--- src/hdl/asc_defs.vh ---
`ifndef ASC_DEFS_VH
`define ASC_DEFS_VH
`define ASC_A_DATA 3'h0
`define ASC_A_IER 3'h1
`define ASC_A_ISR 3'h2
`define ASC_A_LCR 3'h3
`define ASC_A_MCR 3'h4
`define ASC_A_LSR 3'h5
`define ASC_A_MSR 3'h6
`define ASC_A_SCR 3'h7
`define ASC_LCR_DLAB 7
`define ASC_LCR_BRK 6
`define ASC_LCR_STICK 5
`define ASC_LCR_EPS 4
`define ASC_LCR_PEN 3
`define ASC_LCR_STB 2
`define ASC_MCR_LOOP 4
`define ASC_MCR_IRQ_EN 3
`define ASC_IER_RX 0
`define ASC_IER_TX 1
`define ASC_IER_LS 2
`define ASC_IER_MS 3
`define ASC_ISR_NONE 8'h01
`define ASC_ISR_LS 8'h06
`define ASC_ISR_RX 8'h04
`define ASC_ISR_TX 8'h02
`define ASC_ISR_MS 8'h00
`define ASC_LSR_RST 8'h60
`define ASC_DIV_RST 8'h01
`define ASC_SYNC_RST 19'h7FFFF
`define ASC_START_MID 4'h7
`define ASC_BIT_LAST 4'hF
`define ASC_STOP1_LAST 6'h0F
`define ASC_STOP15_LAST 6'h17
`define ASC_STOP2_LAST 6'h1F
`endif

--- src/hdl/asc_baud.v ---
`timescale 1ns/1ps
`include "asc_defs.vh"
module asc_baud (
   input wire clk,
   input wire srst,
   input wire [15:0] div,
   output reg tick
);
   reg [15:0] cnt_ff;

   // Divisor zero acts as one
   always @(posedge clk) begin
      if (srst) begin
         cnt_ff <= 16'h0000;
         tick <= 1'b0;
      end else if (cnt_ff + 16'h0001 >= div) begin
         cnt_ff <= 16'h0000;
         tick <= 1'b1;
      end else begin
         cnt_ff <= cnt_ff + 16'h0001;
         tick <= 1'b0;
      end
   end
endmodule

--- src/hdl/asc_rx.v ---
`timescale 1ns/1ps
`include "asc_defs.vh"
module asc_rx (
   input wire clk,
   input wire srst,
   input wire tick,
   input wire rxd,
   input wire [1:0] wlen,
   input wire pen,
   input wire eps,
   input wire stick,
   output reg done,
   output reg [7:0] data,
   output reg perr,
   output reg ferr,
   output reg brk
);
   localparam S_IDLE = 3'h0;
   localparam S_START = 3'h1;
   localparam S_DATA = 3'h2;
   localparam S_PAR = 3'h3;
   localparam S_STOP = 3'h4;
   reg [2:0] st_ff;
   reg [3:0] cnt_ff;
   reg [2:0] nbit_ff;
   reg [7:0] sh_ff;
   reg par_ff;
   reg pe_ff;
   reg zero_ff;
   reg prev_ff;
   wire [2:0] last_bit = {1'b0, wlen} + 3'h4;
   wire mid = tick && (cnt_ff == `ASC_BIT_LAST);

   always @(posedge clk) begin
      if (srst) begin
         st_ff <= S_IDLE;
         cnt_ff <= 4'h0;
         nbit_ff <= 3'h0;
         sh_ff <= 8'h00;
         par_ff <= 1'b0;
         pe_ff <= 1'b0;
         zero_ff <= 1'b0;
         prev_ff <= 1'b1;
         done <= 1'b0;
         data <= 8'h00;
         perr <= 1'b0;
         ferr <= 1'b0;
         brk <= 1'b0;
      end else begin
         done <= 1'b0;
         prev_ff <= rxd;
         if (tick)
            cnt_ff <= cnt_ff + 4'h1;
         case (st_ff)
            S_IDLE: begin
               // Edge needed: a held break does not restart
               if (prev_ff && !rxd) begin
                  st_ff <= S_START;
                  cnt_ff <= 4'h0;
               end
            end
            S_START: begin
               if (tick && cnt_ff == `ASC_START_MID) begin
                  cnt_ff <= 4'h0;
                  nbit_ff <= 3'h0;
                  par_ff <= 1'b0;
                  pe_ff <= 1'b0;
                  zero_ff <= 1'b1;
                  st_ff <= rxd ? S_IDLE : S_DATA;
               end
            end
            S_DATA: begin
               if (mid) begin
                  sh_ff <= {rxd, sh_ff[7:1]};
                  par_ff <= par_ff ^ rxd;
                  zero_ff <= zero_ff & ~rxd;
                  nbit_ff <= nbit_ff + 3'h1;
                  if (nbit_ff == last_bit)
                     st_ff <= pen ? S_PAR : S_STOP;
               end
            end
            S_PAR: begin
               if (mid) begin
                  pe_ff <= stick ? (rxd ^ ~eps) : (par_ff ^ rxd ^ ~eps);
                  zero_ff <= zero_ff & ~rxd;
                  st_ff <= S_STOP;
               end
            end
            S_STOP: begin
               if (mid) begin
                  done <= 1'b1;
                  data <= sh_ff >> (~wlen);
                  perr <= pe_ff;
                  ferr <= ~rxd;
                  brk <= zero_ff & ~rxd;
                  st_ff <= S_IDLE;
               end
            end
            default: st_ff <= S_IDLE;
         endcase
      end
   end
endmodule

--- src/hdl/asc_channel.v ---
`timescale 1ns/1ps
`include "asc_defs.vh"
// Contract
// - Holding write loads when holding or shifter empty
// - Holding-empty sets when empty or byte moved
// - Start bit confirmed low at 8 ticks
// - Divisor sets 16x tick; latches need bit 7
// - Enable bits 0-3 gate four sources
// - Identification reports highest pending source
// - Id bit 0 low when pending
// - Format bits 1-0 pick 5 to 8 bits
// - Bit 2 picks one, 1.5 or 2 stops
// - Bit 3 adds parity, bit 4 even
// - Bit 5 forces parity to not bit 4
// - Bit 6 holds output low for break
// - Control bits 0,1 drive terminal/request low
// - Control bit 3 enables interrupt pin
// - Control bit 4 loops transmitter to receiver
// - Loopback takes modem inputs from control bits
// - Status bits 0-4 flag receive conditions
// - Status 5,6 show transmitter empties, 7 zero
// - Change bits set on edges, clear on read
// - Upper bits show inputs; changes raise interrupt
// - Reset clears control, flags empty, none pending
module asc_channel (
   input wire clk,
   input wire srst,
   input wire cs_n,
   input wire ior_n,
   input wire iow_n,
   input wire [2:0] addr,
   input wire [7:0] din,
   output reg [7:0] dout,
   output wire dout_oe,
   output wire rdout,
   input wire rx,
   input wire cts_n,
   input wire dsr_n,
   input wire ri_n,
   input wire cd_n,
   output wire tx,
   output wire dtr_n,
   output wire rts_n,
   output wire irq,
   output wire irq_oe
);
   localparam T_IDLE = 3'h0;
   localparam T_START = 3'h1;
   localparam T_DATA = 3'h2;
   localparam T_PAR = 3'h3;
   localparam T_STOP = 3'h4;

   // All pin inputs pass two flops
   reg [18:0] s1_ff;
   reg [18:0] s2_ff;
   reg [13:0] p_ff;

   reg [7:0] dll_ff;
   reg [7:0] dlm_ff;
   reg [3:0] ier_ff;
   reg [7:0] lcr_ff;
   reg [4:0] mcr_ff;
   reg [7:0] scr_ff;
   reg [7:0] thr_ff;
   reg [7:0] rhr_ff;
   reg thre_ff;
   reg thre_irq_ff;
   reg dr_ff;
   reg oe_ff;
   reg pe_ff;
   reg fe_ff;
   reg bi_ff;
   reg [3:0] dmsr_ff;
   reg [3:0] mprev_ff;
   reg prime_ff;
   reg [7:0] tpar_src_ff;

   reg [2:0] tst_ff;
   reg [2:0] nxt_tst;
   reg [7:0] tsr_ff;
   reg [5:0] tcnt_ff;
   reg [2:0] tbit_ff;
   reg tline_ff;

   wire tick;
   wire rx_done;
   wire [7:0] rx_data;
   wire rx_perr;
   wire rx_ferr;
   wire rx_brk;

   wire [7:0] b_din = s2_ff[7:0];
   wire [2:0] b_addr = s2_ff[10:8];
   wire b_iow_n = s2_ff[11];
   wire b_ior_n = s2_ff[12];
   wire b_cs_n = s2_ff[13];
   wire rx_s = s2_ff[14];
   wire [3:0] m_pin_n = s2_ff[18:15];
   wire [7:0] p_din = p_ff[7:0];
   wire [2:0] p_addr = p_ff[10:8];
   wire p_wr = !p_ff[13] && !p_ff[11];
   wire p_rd = !p_ff[13] && !p_ff[12];
   wire rd_act = !b_cs_n && !b_ior_n;
   wire wr_end = p_wr && (b_iow_n || b_cs_n);
   wire rd_end = p_rd && (b_ior_n || b_cs_n);

   wire dlab = lcr_ff[`ASC_LCR_DLAB];
   wire loop = mcr_ff[`ASC_MCR_LOOP];
   wire [1:0] wlen = lcr_ff[1:0];
   wire tx_idle = (tst_ff == T_IDLE);
   wire temt = thre_ff && tx_idle;
   wire txd_int = lcr_ff[`ASC_LCR_BRK] ? 1'b0 : tline_ff;
   wire rx_in = loop ? txd_int : rx_s;
   wire [3:0] m_now;
   wire [7:0] link_state_flags = {1'b0, temt, thre_ff, bi_ff, fe_ff, pe_ff, oe_ff, dr_ff};
   wire [7:0] handshake_input_state = {m_now[3], m_now[2], m_now[1], m_now[0], dmsr_ff};
   wire [5:0] stop_last;
   wire tick_end;
   wire thr_wr = wr_end && !dlab && (p_addr == `ASC_A_DATA);
   wire thr_take = thre_ff || tx_idle;
   reg [7:0] irq_source_id;
   reg [7:0] rd_mux;

   // Loopback maps request, terminal, bits 2 and 3 onto modem lines
   assign m_now = loop ? {mcr_ff[3], mcr_ff[2], mcr_ff[0], mcr_ff[1]} : ~m_pin_n;

   assign stop_last = !lcr_ff[`ASC_LCR_STB] ? `ASC_STOP1_LAST :
                      (wlen == 2'h0) ? `ASC_STOP15_LAST : `ASC_STOP2_LAST;
   assign tick_end = tick && (tst_ff == T_STOP ? tcnt_ff == stop_last
                                               : tcnt_ff[3:0] == `ASC_BIT_LAST);

   function [7:0] len_mask;
      input [1:0] w;
      begin
         len_mask = 8'hFF >> (~w);
      end
   endfunction

   function tx_par;
      input [7:0] d;
      input [1:0] w;
      input e;
      input s;
      begin
         tx_par = s ? ~e : (^(d & len_mask(w))) ^ ~e;
      end
   endfunction

   asc_baud u_baud (
      .clk(clk),
      .srst(srst),
      .div({dlm_ff, dll_ff}),
      .tick(tick)
   );

   asc_rx u_rx (
      .clk(clk),
      .srst(srst),
      .tick(tick),
      .rxd(rx_in),
      .wlen(wlen),
      .pen(lcr_ff[`ASC_LCR_PEN]),
      .eps(lcr_ff[`ASC_LCR_EPS]),
      .stick(lcr_ff[`ASC_LCR_STICK]),
      .done(rx_done),
      .data(rx_data),
      .perr(rx_perr),
      .ferr(rx_ferr),
      .brk(rx_brk)
   );

   always @(posedge clk) begin
      if (srst) begin
         s1_ff <= `ASC_SYNC_RST;
         s2_ff <= `ASC_SYNC_RST;
         p_ff <= 14'h3FFF;
      end else begin
         s1_ff <= {cd_n, ri_n, dsr_n, cts_n, rx, cs_n, ior_n, iow_n, addr, din};
         s2_ff <= s1_ff;
         p_ff <= s2_ff[13:0];
      end
   end

   // Interrupt sources and priority
   wire src_ls = ier_ff[`ASC_IER_LS] && (oe_ff || pe_ff || fe_ff || bi_ff);
   wire src_rx = ier_ff[`ASC_IER_RX] && dr_ff;
   wire src_tx = ier_ff[`ASC_IER_TX] && thre_irq_ff && thre_ff;
   wire src_ms = ier_ff[`ASC_IER_MS] && (|dmsr_ff);

   always @* begin
      if (src_ls)
         irq_source_id = `ASC_ISR_LS;
      else if (src_rx)
         irq_source_id = `ASC_ISR_RX;
      else if (src_tx)
         irq_source_id = `ASC_ISR_TX;
      else if (src_ms)
         irq_source_id = `ASC_ISR_MS;
      else
         irq_source_id = `ASC_ISR_NONE;
   end

   always @* begin
      case (b_addr)
         `ASC_A_DATA: rd_mux = dlab ? dll_ff : rhr_ff;
         `ASC_A_IER: rd_mux = dlab ? dlm_ff : {4'h0, ier_ff};
         `ASC_A_ISR: rd_mux = irq_source_id;
         `ASC_A_LCR: rd_mux = lcr_ff;
         `ASC_A_MCR: rd_mux = {3'h0, mcr_ff};
         `ASC_A_LSR: rd_mux = link_state_flags;
         `ASC_A_MSR: rd_mux = handshake_input_state;
         `ASC_A_SCR: rd_mux = scr_ff;
         default: rd_mux = 8'h00;
      endcase
   end

   always @(posedge clk) begin
      if (srst)
         dout <= 8'h00;
      else if (rd_act)
         dout <= rd_mux;
   end

   assign dout_oe = rd_act;
   assign rdout = rd_act;

   // Register writes happen at the trailing edge of the strobe
   always @(posedge clk) begin
      if (srst) begin
         dll_ff <= `ASC_DIV_RST;
         dlm_ff <= 8'h00;
         ier_ff <= 4'h0;
         lcr_ff <= 8'h00;
         mcr_ff <= 5'h00;
         scr_ff <= 8'h00;
      end else if (wr_end) begin
         case (p_addr)
            `ASC_A_DATA: begin
               if (dlab)
                  dll_ff <= p_din;
            end
            `ASC_A_IER: begin
               if (dlab)
                  dlm_ff <= p_din;
               else
                  ier_ff <= p_din[3:0];
            end
            `ASC_A_LCR: lcr_ff <= p_din;
            `ASC_A_MCR: mcr_ff <= p_din[4:0];
            `ASC_A_SCR: scr_ff <= p_din;
            default: ;
         endcase
      end
   end

   // Transmitter state
   always @* begin
      nxt_tst = tst_ff;
      case (tst_ff)
         T_IDLE: if (!thre_ff) nxt_tst = T_START;
         T_START: if (tick_end) nxt_tst = T_DATA;
         T_DATA: begin
            if (tick_end && tbit_ff == {1'b0, wlen} + 3'h4)
               nxt_tst = lcr_ff[`ASC_LCR_PEN] ? T_PAR : T_STOP;
         end
         T_PAR: if (tick_end) nxt_tst = T_STOP;
         T_STOP: if (tick_end) nxt_tst = T_IDLE;
         default: nxt_tst = T_IDLE;
      endcase
   end

   always @(posedge clk) begin
      if (srst) begin
         tst_ff <= T_IDLE;
         tsr_ff <= 8'h00;
         tcnt_ff <= 6'h00;
         tbit_ff <= 3'h0;
         tline_ff <= 1'b1;
         thr_ff <= 8'h00;
         thre_ff <= 1'b1;
         thre_irq_ff <= 1'b0;
      end else begin
         tst_ff <= nxt_tst;
         if (tick)
            tcnt_ff <= tick_end ? 6'h00 : tcnt_ff + 6'h01;
         // Clear first so a same-cycle move to the shifter wins
         if (rd_end && p_addr == `ASC_A_ISR && dout == `ASC_ISR_TX)
            thre_irq_ff <= 1'b0;
         if (tst_ff == T_IDLE && !thre_ff) begin
            tsr_ff <= thr_ff;
            tcnt_ff <= 6'h00;
            tbit_ff <= 3'h0;
            tline_ff <= 1'b0;
            thre_ff <= 1'b1;
            thre_irq_ff <= 1'b1;
         end else if (tick_end) begin
            case (nxt_tst)
               T_DATA: begin
                  tline_ff <= tsr_ff[0];
                  tsr_ff <= {1'b0, tsr_ff[7:1]};
                  if (tst_ff == T_DATA)
                     tbit_ff <= tbit_ff + 3'h1;
               end
               T_PAR: tline_ff <= tx_par(tpar_src_ff, wlen, lcr_ff[`ASC_LCR_EPS],
                                         lcr_ff[`ASC_LCR_STICK]);
               default: tline_ff <= 1'b1;
            endcase
         end
         if (wr_end && !dlab && p_addr == `ASC_A_IER && p_din[1] && !ier_ff[1] && thre_ff)
            thre_irq_ff <= 1'b1;
         // Full holding register and busy shifter: byte dropped
         if (thr_wr && thr_take) begin
            thr_ff <= p_din;
            thre_ff <= 1'b0;
            thre_irq_ff <= 1'b0;
         end
      end
   end

   // Private parity source: holding register may refill mid-frame
   always @(posedge clk) begin
      if (srst)
         tpar_src_ff <= 8'h00;
      else if (tst_ff == T_IDLE && !thre_ff)
         tpar_src_ff <= thr_ff;
   end

   // Receive flags: set wins over a clearing read
   always @(posedge clk) begin
      if (srst) begin
         rhr_ff <= 8'h00;
         dr_ff <= 1'b0;
         oe_ff <= 1'b0;
         pe_ff <= 1'b0;
         fe_ff <= 1'b0;
         bi_ff <= 1'b0;
      end else begin
         if (rd_end && !dlab && p_addr == `ASC_A_DATA)
            dr_ff <= 1'b0;
         if (rd_end && p_addr == `ASC_A_LSR) begin
            oe_ff <= 1'b0;
            pe_ff <= 1'b0;
            fe_ff <= 1'b0;
            bi_ff <= 1'b0;
         end
         if (rx_done) begin
            rhr_ff <= rx_data;
            dr_ff <= 1'b1;
            if (dr_ff)
               oe_ff <= 1'b1;
            if (rx_perr && lcr_ff[`ASC_LCR_PEN])
               pe_ff <= 1'b1;
            if (rx_ferr)
               fe_ff <= 1'b1;
            if (rx_brk)
               bi_ff <= 1'b1;
         end
      end
   end

   // Modem change detect; first cycle after reset only primes
   always @(posedge clk) begin
      if (srst) begin
         dmsr_ff <= 4'h0;
         mprev_ff <= 4'h0;
         prime_ff <= 1'b0;
      end else begin
         mprev_ff <= m_now;
         prime_ff <= 1'b1;
         if (rd_end && p_addr == `ASC_A_MSR)
            dmsr_ff <= 4'h0;
         if (prime_ff) begin
            if (m_now[0] != mprev_ff[0])
               dmsr_ff[0] <= 1'b1;
            if (m_now[1] != mprev_ff[1])
               dmsr_ff[1] <= 1'b1;
            if (mprev_ff[2] && !m_now[2])
               dmsr_ff[2] <= 1'b1;
            if (m_now[3] != mprev_ff[3])
               dmsr_ff[3] <= 1'b1;
         end
      end
   end

   // Pins
   assign tx = loop ? 1'b1 : txd_int;
   assign dtr_n = ~mcr_ff[0];
   assign rts_n = ~mcr_ff[1];
   assign irq = (irq_source_id != `ASC_ISR_NONE);
   assign irq_oe = mcr_ff[`ASC_MCR_IRQ_EN];
endmodule

--- config.mk ---
export PLATFORM = sky130hd
export DESIGN_NAME = asc_channel
export DESIGN_NICKNAME = d
export VERILOG_FILES = /design/src/hdl/asc_baud.v /design/src/hdl/asc_rx.v /design/src/hdl/asc_channel.v
export VERILOG_INCLUDE_DIRS = /design/src /design/src/hdl
export SDC_FILE = /design/constraint.sdc
export NUM_CORES = 1
export LEC_CHECK = 0
export ABC_CLOCK_PERIOD_IN_PS = 7500
export BUFFER_PORTS_ARGS = -buffer_cell sky130_fd_sc_hd__buf_2
export CAP_MARGIN = 20
export CORE_AREA = 2 2 148 150
export CTS_BUF_LIST = sky130_fd_sc_hd__clkbuf_2 sky130_fd_sc_hd__clkbuf_4 sky130_fd_sc_hd__clkbuf_8
export CTS_CLUSTER_SIZE = 40
export DETAILED_ROUTE_END_ITERATION = 8
export DIE_AREA = 0 0 150 152
export SLEW_MARGIN = 20
export SYNTH_ARGS = -nofsm -noshare
export SYNTH_HDL_FRONTEND = slang
export SYNTH_HIERARCHICAL = 1
export SYNTH_SLANG_ARGS = --single-unit
--- constraint.sdc ---
create_clock -name clk -period 7.5 [get_ports clk]
set_input_delay 1.5 -clock clk [delete_from_list [all_inputs] [get_ports clk]]
set_output_delay 1.5 -clock clk [all_outputs]
set_load 0.05 [all_outputs]
==> flow_summary.yaml <==
cts:
  cts_buffers: 38
  clock_latency_ps: 540
  clk_pin_slew_ps: 50
  clk_path_buf_depth: 3
  root_buffer: "clkbuf_8"
  cts_max_level: 2
  cts-resized-gates: 0
  clock-sinks: 213
  cts_tree: "yes"
  hold_buffers: 0
  cts_setup_buffers: 0
finish:
  layout-drive-gt1-share_pct: 18.1
  n_fill_cell: 2082
  diodes: 0
  nNetsFinal: 1076
  areaGrowthSynthToFinish_pct: 12.5
grt:
  overflow: 0
  antenna_found_initial: 0
  grt_pass1_vias: 6850
  track_usage_pct: 19.9
  grt_max_degree: 96
  grt_pass1_wl_um: 36200
yosys:
  yosys_warnings: 6
  synth-edff-count: 0
  synth.top_cell.area_share_pct: 45.6
  syn_area_sq_um: 9350
  syn_avg_cell_area_sq_um: 9.24
  seq_area_frac_synth_pct: 45.6
  ys_types: 80
  synthTopCellsByArea: "dfxtp_1 46%, mux2i_1 9.5%, nor2_1 4.3%"
  ys.flop_type: "dfxtp_1"
  synthCells: 1012
  ys_ff_latch: 213
  synthArstFlopShare_pct: 0
  synth_commonest_cells: "213 x dfxtp_1, 108 x nor2_1, 89 x mux2i_1"
  synthesis.nets: 1054
  synth_top_cell_by_area: "dfxtp_1"
  post-synth-top-count-cell: "dfxtp_1"
routing:
  met3_length_um: 993
  drt_iter0_markers: 470
  wl_um: 22300
  antenna_left: 0
  met2WireLength_um: 10200
  routedWlPerCell_um: 16.6
  drc: 0
  firstDrtPassIters: 5
  viasPerCell: 5.31
  num_vias: 7133
  highest_layer: "met4"
  drt-met1-wl_um: 10500
power_and_ir_drop:
  pwr-share-comb_pct: 3.5
  vdd_drop_max_mv: 0.202
  seq_power_share_pct: 48.4
  powerDensity_nw_per_um2: 230
  p_int_mw: 1.87
  netSwitchingPower_uw: 553
  p_leak_nw: 4.08
  p_sw_share_pct: 22.8
  clkPwrFrac_pct: 48.1
placed_design:
  portBuffers: 35
  place.gp.congestion: 0.837
  dpl.hpwl_um: 15100
setup_path:
  setup.worst_path.start_class: "flop"
  critPathRequiredTime_ps: 6000
  crit_path_end_kind: "primary output"
  rrSetupSlack_ps: 4260
  worstReg2RegEnd: "u_baud/cnt_ff[14]"
  r2r_start: "u_baud/cnt_ff[0]"
  cpPeakStageDelay_ps: 420
  crit_chain: "o41a_1, a21oi_1, nand3_1, buf_2"
  cp.arrival_ps: 1940
  critPathSlowestCell: "o41a_1"
  critPathKind: "flop to primary output"
  reg2reg_depth: 9
  critPathMaxFanout: 3
sta:
  hold_violations: 0
  rsz0062_at_grt: "no"
  max_freq_mhz: 290
  clock_skew_ps: 35.3
  fin_crit_sh_pct: 45.9
  holdWs_ps: 405
  fin_crit_ps: 3440
  slew_viol_final: 0
  fin_tns_setup_ps: 0
  setup_viol: 0
  maxSlewHeadroom_pct: 32.7
  tightest_slew_ps: 1010
outcome:
  status: "completed"
hold_path:
  hold_depth: 1
  hp-start: "s1_ff[13]"
  hold_class: "flop to flop"
  holdPathEnd: "s2_ff[13]"
die:
  core_sq_um: 21400
  io_pins: 36
  fp.dieW_um: 150
  rows: 54
  start_util_pct: 43.8
  die_area_sq_um: 22800
  die_h_um: 152
flow_run:
  maxCapViolCount: 0
-- placed cells by master, fill, tap and decap left out, types with 6 or more instances in the layout --
cell type / instances
nand2_1: 88
or3_1: 6
mux2i_1: 89
buf_4: 7
o21ai_0: 33
nor3b_1: 17
o31ai_1: 8
ha_1: 21
a21oi_1: 55
mux2_2: 9
nand3_1: 23
nor2b_1: 13
nand4_1: 10
nor2_1: 108
inv_1: 30
xnor2_1: 23
clkbuf_8: 51
dfxtp_1: 213
nor3_1: 19
xor2_1: 12
a22oi_1: 11
nor4_1: 7
buf_2: 34
clkinv_2: 8
or2_2: 53
nand2b_1: 8
a21o_1: 6
clkbuf_4: 7
-- worst max-delay path by stage --
| stage | startpoint | end | slack [ps] |
|---|---|---|---|
| after floorplan | u_baud/cnt_ff[2] | u_baud/cnt_ff[2] | 4590 |
| after global placement | srst | tcnt_ff[2] | 4000 |
| final | pe_ff | irq | 4060 |
| after CTS | pe_ff | irq | 4040 |
| after global routing | pe_ff | irq | 3950 |
| after detailed placement | srst | tcnt_ff[3] | 4000 |
-- registers in the layout (all words and copies together) (netlist names), 4 cells and up --
signal         cells
s1_ff             19
s2_ff             19
u_baud/cnt_ff     16
p_ff              14
dll_ff             8
dlm_ff             8
dout               8
lcr_ff             8
rhr_ff             8
scr_ff             8
thr_ff             8
tpar_src_ff        8
tsr_ff             8
u_rx/data          8
u_rx/sh_ff         8
tcnt_ff            6
mcr_ff             5
dmsr_ff            4
ier_ff             4
mprev_ff           4
u_rx/cnt_ff        4
-- logic make-up (layout without fill, tap and decap cells) --
kind of cell               after synthesis  count (layout)  share of synthesized area (%)
and+or+nand+nor                        387             387                           21.2
DFF                                    213             213                           45.6
AOI/OAI and AO/OA                      166             166                           11.9
muxes                                   99              99                           10.9
buffers and inverters                   90             141                           4.11
xor gates and xnor gates                36              36                           3.52
adders and majority gates               21              21                           2.81
-- critical path: cells and delay by family, from the launching register on --
kind / cells / cell delay (ps)
AOI/OAI and AO/OA: 2 / 600
DFF: 1 / 340
buffers and inverters: 1 / 270
and+or+nand+nor: 1 / 200
-- layer usage --
layer | vias up | global-route usage [%]
li1 | 3589 | -
met5 | - | 0
met4 | 0 | 7.82
met2 | 162 | 30.9
met1 | 3328 | 27.1
met3 | 54 | 4.14
-- power by group through the flow --
stage / Combinational [mW] / Sequential, mW / Clock (mW)
2_1_floorplan: 0.0807 / 1.18 / 0
3_3_place_gp: 0.0838 / 1.20 / 0
3_5_place_dp: 0.0849 / 1.20 / 0
4_1_cts: 0.0853 / 1.17 / 1.20
5_1_grt: 0.0948 / 1.18 / 1.25
6_report: 0.0851 / 1.17 / 1.16
-- layout make-up --
cell class / count / area (sq um) / area share, %
Sequential cell: 213 / 4260 / 40.5
Multi-Input combinational cell: 709 / 4720 / 44.9
Timing Repair Buffer: 41 / 223 / 2.12
Tap cell: 280 / 350 / 3.33
Inverter: 31 / 116 / 1.11
Clock buffer: 58 / 754 / 7.17
Clock inverter: 11 / 90.1 / 0.856
-- metrics by stage --
stage / util [%] / cells / cell area, sq um / total power [mW] / setup WS, ps
final: 49.3 / 1343 / 10500 / 2.42 / 4060
after global routing: 49.3 / 1343 / 10500 / 2.52 / 3950
after CTS: 49.3 / 1343 / 10500 / 2.46 / 4040
after detailed placement: 45.3 / 1274 / 9680 / 1.28 / 4000
after global placement: 45.3 / 1274 / 9670 / 1.28 / 4000
after floorplan: - / 1012 / 9350 / 1.26 / 4590
Note: power is estimated with default switching activity, not from simulation.
